<file path="src/inc/speed_ref_pkg.sv">
// constants, field layouts and types for the speed reference conditioning block
package speed_ref_pkg;
   // clock and panel timing
   localparam int CLK_KHZ        = 50000;
   localparam int CYC_PER_MS     = CLK_KHZ * 1;
   localparam int LONG_PRESS_MS  = 1000;
   localparam int FLASH_MS       = 1000;
   localparam int LONG_PRESS_CYC = LONG_PRESS_MS * CYC_PER_MS;
   localparam int FLASH_CYC      = FLASH_MS * CYC_PER_MS;
   localparam int TMR_W          = 26;
   // wishbone register byte offsets
   localparam logic [7:0] CTRL_OFS   = 8'h00;
   localparam logic [7:0] ACCEL_OFS  = 8'h04;
   localparam logic [7:0] DECEL_OFS  = 8'h08;
   localparam logic [7:0] OFFSET_OFS = 8'h0C;
   localparam logic [7:0] STATUS_OFS = 8'h10;
   // control fields and reset values
   localparam int         CTRL_WP_BIT   = 0;
   localparam int         CTRL_INIT_BIT = 1;
   localparam logic       WP_RST        = 1'b0;
   localparam int         RAMP_W        = 14;
   localparam logic [13:0] RAMP_MAX     = 14'h2710;
   localparam logic [13:0] RAMP_RST     = 14'h0000;
   localparam logic [15:0] OFFSET_RST   = 16'h0000;
   // status fields
   localparam int STAT_SVON_BIT = 16;
   localparam int STAT_PWR_BIT  = 17;
   localparam int STAT_DISP_LSB = 24;
   // full scale speed, in reference units
   localparam logic [29:0] MAX_SPEED = 30'h00007FFF;
   localparam logic signed [15:0] REF_POS_MAX = 16'sh7FFF;
   localparam logic signed [15:0] REF_NEG_MAX = -16'sh7FFF;

   typedef struct packed {
      logic mode_set;
      logic up;
      logic down;
      logic data_shift;
   } keys_t;

   typedef struct packed {
      keys_t keys;
      logic  servo_on;
      logic  motor_power;
   } pins_t;

   typedef enum logic [3:0] {
      DISP_FN_AUTO    = 4'h0,
      DISP_FN_MANUAL  = 4'h1,
      DISP_REF_PROMPT = 4'h2,
      DISP_WAIT_SVON  = 4'h3,
      DISP_MAN_PROMPT = 4'h4,
      DISP_OFFSET     = 4'h5,
      DISP_DONE       = 4'h6,
      DISP_NOOP       = 4'h7
   } disp_code_t;

   typedef struct packed {
      disp_code_t  code;
      logic        flash;
      logic [15:0] value;
   } disp_t;

   typedef enum logic [6:0] {
      ST_MENU     = 7'h01,
      ST_AUTO     = 7'h02,
      ST_MAN_WAIT = 7'h04,
      ST_MAN_PRMT = 7'h08,
      ST_MAN_ADJ  = 7'h10,
      ST_DONE     = 7'h20,
      ST_NOOP     = 7'h40
   } panel_state_t;
endpackage

</file>
<file path="src/hw/speed_ref_cond.sv">
// speed reference offset calibration, panel sequencing and soft-start ramp
//
// Added by the designer: the register offsets and the Wishbone slave port.
`timescale 1ns/1ps
// Functional notes
// - auto calibration measures reference offset and corrects it without operator entry
// - measured offset is handed to persistent storage on completion
// - parameter init leaves the stored offset untouched
// - auto refused with not-permitted display if write protected or power on
// - manual entry while write protected flashes not-permitted for one second
// - entering a calibration needs a one second data/shift hold
// - mode/set confirm flashes completion one second then returns to prompt
// - manual up/down keys change the offset live; display shows result
// - soft start turns reference steps into constant-rate ramps
// - acceleration time in ms, 0 to 10000, standstill to maximum speed
// - deceleration time in ms, 0 to 10000, maximum speed to standstill
// - zero ramp times pass the reference straight through
// - real ramp time scales with speed change over maximum speed
module speed_ref_cond import speed_ref_pkg::*; #(
   parameter int LONG_PRESS_CYCLES = LONG_PRESS_CYC,
   parameter int FLASH_CYCLES      = FLASH_CYC,
   parameter int CYCLES_PER_MS     = CYC_PER_MS
) (
   // clock and reset
   input  wire logic        core_clk,
   input  wire logic        rst_n,
   // wishbone slave
   input  wire logic        wb_cyc_i,
   input  wire logic        wb_stb_i,
   input  wire logic        wb_we_i,
   input  wire logic [7:0]  wb_adr_i,
   input  wire logic [3:0]  wb_sel_i,
   input  wire logic [31:0] wb_dat_i,
   output logic [31:0]      wb_dat_o,
   output logic             wb_ack_o,
   // panel keys and drive status pins
   input  wire pins_t       pins_i,
   // digitised speed reference
   input  wire logic [15:0] vref_i,
   // offset storage
   input  wire logic        nv_load_i,
   input  wire logic [15:0] nv_offset_i,
   output logic             nv_store_o,
   output logic [15:0]      nv_offset_o,
   // panel display and conditioned reference
   output disp_t            disp_o,
   output logic [15:0]      speed_ref_o
);

   // ---------------- pin synchronisers ----------------
   pins_t sync1_q, sync2_q, prev_q;
   keys_t press;

   // two flops per pin, third one only for edge detection
   always_ff @(posedge core_clk or negedge rst_n) begin
      if (!rst_n) begin
         sync1_q <= '0;
         sync2_q <= '0;
         prev_q  <= '0;
      end else begin
         sync1_q <= pins_i;
         sync2_q <= sync1_q;
         prev_q  <= sync2_q;
      end
   end

   assign press = sync2_q.keys & ~prev_q.keys;

   // ---------------- long press detector ----------------
   logic [TMR_W-1:0] hold_q, hold_d;
   logic             long_press;

   // fires once per hold; key must be released before the next one
   always_comb begin
      hold_d     = hold_q;
      long_press = 1'b0;
      if (!sync2_q.keys.data_shift) begin
         hold_d = '0;
      end else if (hold_q != TMR_W'(LONG_PRESS_CYCLES)) begin
         hold_d = hold_q + 1'b1;
         long_press = (hold_q == TMR_W'(LONG_PRESS_CYCLES - 1));
      end
   end

   always_ff @(posedge core_clk or negedge rst_n) begin
      if (!rst_n) begin
         hold_q <= '0;
      end else begin
         hold_q <= hold_d;
      end
   end

   // ---------------- register bus ----------------
   logic              ack_q, ack_d;
   logic [31:0]       rdat_q, rdat_d;
   logic              wp_q, wp_d;
   logic [RAMP_W-1:0] accel_q, accel_d, decel_q, decel_d;
   logic              wr_en;
   logic [15:0]       offset_q;
   disp_t             disp_q;
   logic signed [15:0] out_q;

   function automatic logic [RAMP_W-1:0] ramp_clip(input logic [31:0] v);
      ramp_clip = (v[31:RAMP_W] != '0 || v[RAMP_W-1:0] > RAMP_MAX) ? RAMP_MAX : v[RAMP_W-1:0];
   endfunction

   // single-cycle answer; unmapped offsets read zero and ignore writes
   always_comb begin
      ack_d   = wb_cyc_i & wb_stb_i & ~ack_q;
      wr_en   = ack_d & wb_we_i;
      rdat_d  = '0;
      wp_d    = wp_q;
      accel_d = accel_q;
      decel_d = decel_q;
      case (wb_adr_i)
         CTRL_OFS: begin
            rdat_d[CTRL_WP_BIT] = wp_q;
            if (wr_en && wb_sel_i[0]) begin
               wp_d = wb_dat_i[CTRL_WP_BIT];
               // initialisation clears ramp times, offset is left alone
               if (wb_dat_i[CTRL_INIT_BIT]) begin
                  accel_d = RAMP_RST;
                  decel_d = RAMP_RST;
               end
            end
         end
         ACCEL_OFS: begin
            rdat_d[RAMP_W-1:0] = accel_q;
            if (wr_en && wb_sel_i[1:0] == 2'h3) accel_d = ramp_clip(wb_dat_i);
         end
         DECEL_OFS: begin
            rdat_d[RAMP_W-1:0] = decel_q;
            if (wr_en && wb_sel_i[1:0] == 2'h3) decel_d = ramp_clip(wb_dat_i);
         end
         OFFSET_OFS: rdat_d[15:0] = offset_q;
         STATUS_OFS: begin
            rdat_d[15:0]                = out_q;
            rdat_d[STAT_SVON_BIT]       = sync2_q.servo_on;
            rdat_d[STAT_PWR_BIT]        = sync2_q.motor_power;
            rdat_d[STAT_DISP_LSB +: 4]  = disp_q.code;
         end
         default: rdat_d = '0;
      endcase
      if (!ack_d) rdat_d = '0;
   end

   always_ff @(posedge core_clk or negedge rst_n) begin
      if (!rst_n) begin
         ack_q   <= 1'b0;
         rdat_q  <= '0;
         wp_q    <= WP_RST;
         accel_q <= RAMP_RST;
         decel_q <= RAMP_RST;
      end else begin
         ack_q   <= ack_d;
         rdat_q  <= rdat_d;
         wp_q    <= wp_d;
         accel_q <= accel_d;
         decel_q <= decel_d;
      end
   end

   assign wb_ack_o = ack_q;
   assign wb_dat_o = rdat_q;

   // ---------------- panel sequencer and offset ----------------
   panel_state_t     st_q, st_d;
   logic             sel_man_q, sel_man_d;
   logic             ret_man_q, ret_man_d;
   logic [TMR_W-1:0] tmr_q, tmr_d;
   logic [15:0]      offset_d;
   logic             store_q, store_d;
   disp_t            disp_d;
   logic             permitted;

   // write_protect field at zero means writing is permitted
   assign permitted = ~wp_q;

   always_comb begin
      st_d      = st_q;
      sel_man_d = sel_man_q;
      ret_man_d = ret_man_q;
      tmr_d     = tmr_q;
      offset_d  = offset_q;
      store_d   = 1'b0;
      case (st_q)
         ST_MENU: begin
            if (press.up || press.down) sel_man_d = ~sel_man_q;
            if (long_press) begin
               tmr_d = TMR_W'(FLASH_CYCLES - 1);
               if (!sel_man_q) begin
                  // power or protection wrong: no measurement at all
                  st_d = (permitted && !sync2_q.motor_power) ? ST_AUTO : ST_NOOP;
               end else begin
                  st_d = permitted ? ST_MAN_WAIT : ST_NOOP;
               end
            end
         end
         ST_AUTO: begin
            ret_man_d = 1'b0;
            if (long_press) begin
               st_d = ST_MENU;
            end else if (press.mode_set) begin
               tmr_d = TMR_W'(FLASH_CYCLES - 1);
               if (sync2_q.motor_power || !permitted) begin
                  st_d = ST_NOOP;
               end else begin
                  // 0 V applied, so whatever is read is the offset
                  offset_d = (vref_i == 16'h8000) ? REF_POS_MAX : 16'(-vref_i);
                  store_d  = 1'b1;
                  st_d     = ST_DONE;
               end
            end
         end
         ST_MAN_WAIT: begin
            ret_man_d = 1'b1;
            if (sync2_q.servo_on) st_d = ST_MAN_PRMT;
         end
         ST_MAN_PRMT: begin
            if (long_press) st_d = sync2_q.servo_on ? ST_MAN_ADJ : ST_MENU;
         end
         ST_MAN_ADJ: begin
            // offset is live on the reference as the operator trims it
            if (press.up && $signed(offset_q) != REF_POS_MAX) offset_d = offset_q + 1'b1;
            if (press.down && $signed(offset_q) != REF_NEG_MAX) offset_d = offset_q - 1'b1;
            if (press.mode_set) begin
               store_d = 1'b1;
               tmr_d   = TMR_W'(FLASH_CYCLES - 1);
               st_d    = ST_DONE;
            end
         end
         ST_DONE: begin
            if (tmr_q == '0) st_d = ret_man_q ? ST_MAN_PRMT : ST_AUTO;
            else tmr_d = tmr_q - 1'b1;
         end
         ST_NOOP: begin
            if (tmr_q == '0) st_d = ST_MENU;
            else tmr_d = tmr_q - 1'b1;
         end
         default: st_d = ST_MENU;
      endcase
      // recall from storage whenever in the menu, never while calibrating
      if (nv_load_i && st_q == ST_MENU) offset_d = nv_offset_i;
   end

   // display follows the next state so it changes with the state
   always_comb begin
      disp_d.flash = 1'b0;
      disp_d.value = offset_d;
      case (st_d)
         ST_MENU:     disp_d.code = sel_man_d ? DISP_FN_MANUAL : DISP_FN_AUTO;
         ST_AUTO:     disp_d.code = DISP_REF_PROMPT;
         ST_MAN_WAIT: disp_d.code = DISP_WAIT_SVON;
         ST_MAN_PRMT: disp_d.code = DISP_MAN_PROMPT;
         ST_MAN_ADJ:  disp_d.code = DISP_OFFSET;
         ST_DONE: begin
            disp_d.code  = DISP_DONE;
            disp_d.flash = 1'b1;
         end
         ST_NOOP: begin
            disp_d.code  = DISP_NOOP;
            disp_d.flash = 1'b1;
         end
         default:     disp_d.code = DISP_FN_AUTO;
      endcase
   end

   always_ff @(posedge core_clk or negedge rst_n) begin
      if (!rst_n) begin
         st_q      <= ST_MENU;
         sel_man_q <= 1'b0;
         ret_man_q <= 1'b0;
         tmr_q     <= '0;
         offset_q  <= OFFSET_RST;
         store_q   <= 1'b0;
         disp_q    <= '{code: DISP_FN_AUTO, flash: 1'b0, value: OFFSET_RST};
      end else begin
         st_q      <= st_d;
         sel_man_q <= sel_man_d;
         ret_man_q <= ret_man_d;
         tmr_q     <= tmr_d;
         offset_q  <= offset_d;
         store_q   <= store_d;
         disp_q    <= disp_d;
      end
   end

   assign nv_store_o  = store_q;
   assign nv_offset_o = offset_q;
   assign disp_o      = disp_q;

   // ---------------- soft start ramp ----------------
   logic signed [16:0] sum;
   logic signed [15:0] target, out_d;
   logic [29:0]        acc_q, acc_d, acc_sum, thr;
   logic [RAMP_W-1:0]  ramp_t;
   logic               rising, grow;

   // one unit of movement whenever the accumulator passes the ramp
   // threshold; full scale takes exactly ramp_t ms, smaller steps less
   always_comb begin
      sum     = 17'(signed'(vref_i)) + 17'(signed'(offset_q));
      target  = (sum > 17'(REF_POS_MAX)) ? REF_POS_MAX :
                (sum < 17'(REF_NEG_MAX)) ? REF_NEG_MAX : sum[15:0];
      rising  = target > out_q;
      grow    = rising ? (out_q >= 0) : (out_q <= 0);
      ramp_t  = grow ? accel_q : decel_q;
      thr     = 30'(ramp_t) * 30'(CYCLES_PER_MS);
      acc_sum = acc_q + MAX_SPEED;
      out_d   = out_q;
      acc_d   = acc_q;
      if (target == out_q) begin
         acc_d = '0;
      end else if (ramp_t == '0) begin
         out_d = target;
         acc_d = '0;
      end else if (acc_sum >= thr) begin
         acc_d = acc_sum - thr;
         out_d = rising ? out_q + 16'sh0001 : out_q - 16'sh0001;
      end else begin
         acc_d = acc_sum;
      end
   end

   always_ff @(posedge core_clk or negedge rst_n) begin
      if (!rst_n) begin
         acc_q <= '0;
         out_q <= '0;
      end else begin
         acc_q <= acc_d;
         out_q <= out_d;
      end
   end

   assign speed_ref_o = out_q;

endmodule

</file>
<file path="config.mk">
export PLATFORM = sky130hd
export DESIGN_NAME = speed_ref_cond
export DESIGN_NICKNAME = d
export VERILOG_FILES = /design/src/inc/speed_ref_pkg.sv /design/src/hw/speed_ref_cond.sv
export SDC_FILE = /design/constraint.sdc
export NUM_CORES = 1
export LEC_CHECK = 0
export ABC_CLOCK_PERIOD_IN_PS = 14900
export BUFFER_PORTS_ARGS = -buffer_cell sky130_fd_sc_hd__buf_2
export CAP_MARGIN = 30
export CORE_UTILIZATION = 40
export CTS_CLUSTER_SIZE = 25
export DETAILED_ROUTE_END_ITERATION = 8
export HOLD_SLACK_MARGIN = 0.05
export PLACE_DENSITY = 0.57
export SLEW_MARGIN = 25
export SYNTH_ARGS = -nofsm -noshare
export SYNTH_HDL_FRONTEND = slang
export SYNTH_SLANG_ARGS = --single-unit
</file>
<file path="constraint.sdc">
create_clock -name core_clk -period 14.9 [get_ports core_clk]
set_clock_uncertainty 0.05 [all_clocks]
set_input_delay 2.98 -clock core_clk [delete_from_list [all_inputs] [get_ports core_clk]]
set_output_delay 2.98 -clock core_clk [all_outputs]
set_load 0.01 [all_outputs]
</file>
Word-level counts from Yosys, hierarchy flattened
Cells that the tools add are included.
{"block": "classes", "n_eq_ne": 37, "multipliers": 1, "order_cmp": 7, "n_mux": 65, "n_addsub": 10, "bitwise": 9, "n_reduce_logical": 28}
{"cell": "16-bit 2-to-1 mux", "count": 12}
{"cell": "26-bit 2-to-1 mux", "count": 6}
{"cell": "26-bit one-hot mux with 4 select lines", "count": 1}
{"cell": "30-bit 2-to-1 mux", "count": 3}
{"cell": "7-bit 2-to-1 mux", "count": 12}
{"cell": "14-bit 2-to-1 mux", "count": 5}
{"cell": "14-bit one-hot mux with 2 select lines", "count": 2}
{"cell": "13-bit one-hot mux with 4 select lines", "count": 1}
{"cell": "7-bit one-hot mux with 7 select lines", "count": 1}
{"cell": "16-bit inequality test, second input constant", "count": 2}
{"cell": "16-bit one-hot mux with 2 select lines", "count": 1}
{"cell": "30-bit by 15-bit adder with 30-bit output, second input constant", "count": 1}
{"cell": "30-bit >= comparator", "count": 1}
{"cell": "30-bit subtractor", "count": 1}
{"cell": "28-bit 2-to-1 mux", "count": 1}
{"cell": "26-bit by 1-bit adder with 26-bit output, second input constant", "count": 1}
{"cell": "26-bit equality test, second input constant", "count": 1}
{"cell": "26-bit zero test", "count": 1}
{"cell": "14-bit by 12-bit multiplier with 26-bit output, second input constant", "count": 1}
{"cell": "26-bit inequality test, second input constant", "count": 1}
{"cell": "26-bit by 1-bit subtractor with 26-bit output, second input constant", "count": 1}
{"cell": "3-bit one-hot mux with 7 select lines", "count": 1}
{"cell": "18-bit nonzero test", "count": 1}
{"cell": "16-bit by 16-bit adder with 17-bit output", "count": 1}
{"cell": "51 further kinds", "count": 98}
{"block": "totals", "register_bits": 207}

Longest topological paths before layout
{"block": "depth", "depth_word": 12, "ltp_mapped": 56, "ltp_nobuf": 53}

Worst setup path before layout
OpenSTA, ideal clock, no wires.
{"block": "synth_path", "kind": "input-to-reg", "start": "input port vref_i[8]", "end": "register out_q[10] (netlist: speed_ref_o[10])", "setup_time_ps": 127, "arrival_time_ps": 14053, "path_stages": 53, "path_slack_ps": 670, "path_buffers": 3, "path_cell_list": "ha_1 a21o_1 a21o_1 a21oi_1 o21ai_0 a21o_1 o31ai_1 a31oi_1 or3_1 o22ai_1 clkbuf_1 a31oi_1 ha_1 nand4_1 or4_4 a21oi_2 o21bai_1 nor3b_2 [... 17 more ...] o21bai_1 a21oi_1 o21a_1 a21oi_1 a211oi_1 o21bai_1 a21oi_1 xor2_1 ha_1 nand2_1 nor4_1 nand2_1 nor3_1 a21oi_4 a21o_2 buf_6 a211oi_1 a21oi_1"}
{"block": "synth_between", "elab_chain_cells": 11}
{"item": "start: declaration", "line_no": "speed_ref_cond.sv:39", "source": "input wire logic [15:0] vref_i,"}
{"item": "16-bit by 16-bit adder with 17-bit output (*)", "line_no": "speed_ref_cond.sv:302", "source": "sum = 17'(signed'(vref_i)) + 17'(signed'(offset_q));"}
{"item": "17-bit by 16-bit less-than comparator with 1-bit output", "line_no": "speed_ref_cond.sv:304", "source": "(sum < 17'(REF_NEG_MAX)) ? REF_NEG_MAX : sum[15:0];"}
{"item": "16-bit 2-to-1 mux", "line_no": "speed_ref_cond.sv:304"}
{"item": "16-bit 2-to-1 mux (*)", "line_no": "speed_ref_cond.sv:303", "source": "target = (sum > 17'(REF_POS_MAX)) ? REF_POS_MAX :"}
{"item": "16-bit > comparator", "line_no": "speed_ref_cond.sv:305", "source": "rising = target > out_q;"}
{"item": "1-bit 2-to-1 mux", "line_no": "speed_ref_cond.sv:306", "source": "grow = rising ? (out_q >= 0) : (out_q <= 0);"}
{"item": "14-bit 2-to-1 mux", "line_no": "speed_ref_cond.sv:307", "source": "ramp_t = grow ? accel_q : decel_q;"}
{"item": "14-bit by 12-bit multiplier with 26-bit output", "line_no": "speed_ref_cond.sv:308", "source": "thr = 30'(ramp_t) * 30'(CYCLES_PER_MS);"}
{"item": "30-bit >= comparator", "line_no": "speed_ref_cond.sv:317", "source": "end else if (acc_sum >= thr) begin"}
{"item": "2-bit nonzero test (no source line)"}
{"item": "2-bit AND reduction (no source line)"}
{"item": "end signal: assignment", "line_no": "speed_ref_cond.sv:331", "source": "out_q <= out_d;"}
{"item": "end: declaration", "line_no": "speed_ref_cond.sv:101", "source": "logic signed [15:0] out_q;"}
Mark *: on every way between the ends. The rest lies on a longest branch, timed or not. The select of a mux whose other input is x is not followed.
A chain may end at the register's enable or synchronous reset.

Worst setup path in the final report
{"block": "layout_path", "start": "input port vref_i[0]", "end": "register out_q[13] (netlist: speed_ref_o[13])"}
Same word-level chain as after synthesis.

==> results.sh <==
export IMPL_synth_top_area_share_pct=28.4
export IMPL_grt_setup_unrepaired="no"
export IMPL_crit_start="vref_i[0]"
export IMPL_hold_viol_final=0
export IMPL_die_w_um=208
export IMPL_critical_path_class="in2reg"
export IMPL_synthMuxAreaShare_pct=2.53
export IMPL_stdcell_count=2634
export IMPL_die_height_um=208
export IMPL_hpwl_um=38600
export IMPL_synth_area_um2=17000
export IMPL_power_leakage_uw=0.00943
export IMPL_vias_per_cell=5.53
export IMPL_synth_seq_cells=194
export IMPL_crit_end="speed_ref_o[13]"
export IMPL_crit_path_end_kind="flip-flop"
export IMPL_io_pins=175
export IMPL_r2r_start="disp_o[8]"
export IMPL_synthArstFlopShare_pct=100
export IMPL_vdd_drop_max_uv=164
export IMPL_max_stage_delay_ps=560
export IMPL_synth_avg_cell_area_um2=8.82
export IMPL_fin_crit_ps=14170
export IMPL_synth_edf_count=0
export IMPL_synth_fa_ha_area_share_pct=18.8
export IMPL_crit_top_cell="ha_1"
export IMPL_cp_max_fo=18
export IMPL_hold_class="reg2reg"
export IMPL_synth_sequential_area_ratio_pct=28.6
export IMPL_max_cap_violations=0
export IMPL_fillers=4062
export IMPL_r2r_end="speed_ref_o[13]"
export IMPL_insertion_delay_ps=500
export IMPL_worstPathRequired_ps=15220
export IMPL_cp_arrival_ps=14490
export IMPL_grt_overflow=0
export IMPL_critPathLaunchType="input pin"
export IMPL_grt_first_pass_wirelength_um=77000
export IMPL_first_global_vias=14046
export IMPL_start_util_pct=40.5
export IMPL_synth_compound_area_share_pct=17.9
export IMPL_synthTopCellsByCount="dfrtp_1, ha_1, inv_1, nor2_1, a21oi_1"
export IMPL_core_um2=41900
export IMPL_die_area_um2=43300
export IMPL_drt_iter0_markers=957
export IMPL_wl_per_cell_um=18.6
export IMPL_rows=75
export IMPL_vias=14567
export IMPL_slowest_stage="or4_1"
export IMPL_outcome="completed"
export IMPL_port_buffers=160
export IMPL_synthMostInstantiatedCell="dfrtp_1"
export IMPL_postCtsHoldBufs=0
export IMPL_antenna_left=0
export IMPL_drt_first_pass_iters=5
export IMPL_synth_xor_area_share_pct=7.82
export IMPL_grt_max_degree=69
export IMPL_drv_slew=0
export IMPL_ys_types=88
export IMPL_synth_top_area_cell="dfrtp_1"
export IMPL_gp_congestion=0.939
export IMPL_syn_inst=1928
export IMPL_track_usage_pct=23.0
export IMPL_fin_crit_sh_pct=95.1
export IMPL_whs_ps=302
export IMPL_final_nets=2393
export IMPL_dp_cells=2590
export IMPL_area_growth_synth_to_final_pct=12.0
export IMPL_cts_sinks=194
export IMPL_fmax_mhz=70.6
export IMPL_cts_max_level=4
export IMPL_clockBufferDepth=2
export IMPL_worst_slew_pin_slew_ps=998
export IMPL_p_per_area_nw_per_um2=162
export IMPL_path_clk_slew_ps=70
export IMPL_synth_ff_type="dfrtp_1"
export IMPL_drc=0
export IMPL_setup_viol=0
export IMPL_yosys_warnings=0
export IMPL_antenna_found_initial=6
export IMPL_yosys_top_cells_area="dfrtp_1, ha_1, xnor2_1"
export IMPL_totalWireLength_um=49000
export IMPL_drive_gt1_share_pct=13.4
export IMPL_cts_tree="yes"
export IMPL_slew_headroom_pct=33.5
export IMPL_root_buffer="clkbuf_16"
export IMPL_synth_simple_area_share_pct=18.6
export IMPL_r2r_setup_slack_ps=2670
export IMPL_reg2regPathDepth=48
export IMPL_cts_buffers=17
export IMPL_synth_top_family_by_area="adder cells"
==> sequential cells by signal, indices dropped and copies added (netlist names), 7 cells and up <==
name         count
acc_q           30
st_q             7
disp_o          20
tmr_q           26
accel_q         14
wb_dat_o        21
hold_q          26
speed_ref_o     16
decel_q         14
==> placed cells by master, fill, tap and decap left out, types with 30 or more instances in the layout <==
| master | synthesis | routed |
|---|---|---|
| a21oi_1 | 139 | 138 |
| xor2_1 | 54 | 54 |
| nand3_1 | 52 | 52 |
| buf_2 | 8 | 159 |
| nand2_1 | 132 | 131 |
| fa_1 | 38 | 38 |
| ha_1 | 190 | 190 |
| o21ai_0 | 76 | 74 |
| buf_4 | 29 | 30 |
| nor2_1 | 154 | 154 |
| a22oi_1 | 30 | 30 |
| nor3_1 | 53 | 52 |
| xnor2_1 | 96 | 95 |
| a21o_1 | 31 | 31 |
| inv_1 | 154 | 154 |
| dfrtp_1 | 193 | 193 |
==> report_power, final <==
group | internal (uW) | switching, uW
clock network | 220 | 238
logic | 841 | 1100
registers | 585 | 105
==> per-layer routing <==
metal / global-route usage [%] / share of wire, %
met2: 38.2 / 48
met1: 29.4 / 44
met3: 4.23 / 4.9
met4: 9.20 / 2.9
met5: 0 / 0.049
==> worst min-delay path by stage <==
| stage | to | cells past startpoint | slack (ps) | start |
|---|---|---|---|---|
| finish | sync2_q[1] | 0 | 300 | sync1_q[1] |
| global placement | sync2_q[2] | 0 | 280 | sync1_q[2] |
| detailed placement | sync2_q[4] | 0 | 290 | sync1_q[4] |
| floorplan | sync2_q[0] | 0 | 280 | sync1_q[0] |
| CTS | sync2_q[1] | 0 | 310 | sync1_q[1] |
| global route | sync2_q[3] | 0 | 320 | sync1_q[3] |
==> area by class of cell <==
cell class / count / area (um2) / area share, %
diodes: 5 / 12.5 / 0.0657
repair buffers: 194 / 1110 / 5.86
clock buffers: 20 / 437 / 2.29
well taps: 539 / 674 / 3.54
multi-input cells: 1516 / 11200 / 59.1
flip-flops and latches: 194 / 4860 / 25.5
inverters: 154 / 578 / 3.04
clock inverters: 12 / 119 / 0.624
==> repair_timing <==
action	in CTS	in global routing
gates resized for setup	0	9
setup buffers	0	6
setup endpoints to repair	0	42
==> through the flow <==
step                      TNS (ps)  cell area [um2]  worst slack (ps)  util, %  total power (uW)
after floorplan                  0            17000               670        -              2110
after global placement       -1340            18400              -141     43.8              2560
after detailed placement     -3960            18400              -292     43.8              2590
after CTS                        0            18900               171     45.1              3060
after global routing             0            19000              33.4     45.4              3350
final                            0            19000               728     45.4              3090
==> kinds of logic (layout without fill, tap and decap cells) <==
kind of cell	count (synthesis)	in the layout
adders and majority gates	233	233
AOI/OAI and AO/OA	459	459
xor gates and xnor gates	151	151
other	1	17
DFF	194	194
and+or+nand+nor	622	622
muxes	39	39
buffers and inverters	229	380
==> critical path, delay by kind of cell <==
kind	cells	cell delay (ps)
multiplexers	2	410
AND/OR/NAND/NOR	8	2050
adder cells (fa/ha/maj)	10	3730
buffers and inverters	10	1310
AO/OA/AOI/OAI	22	3980
(Power assumes the default switching activity.)
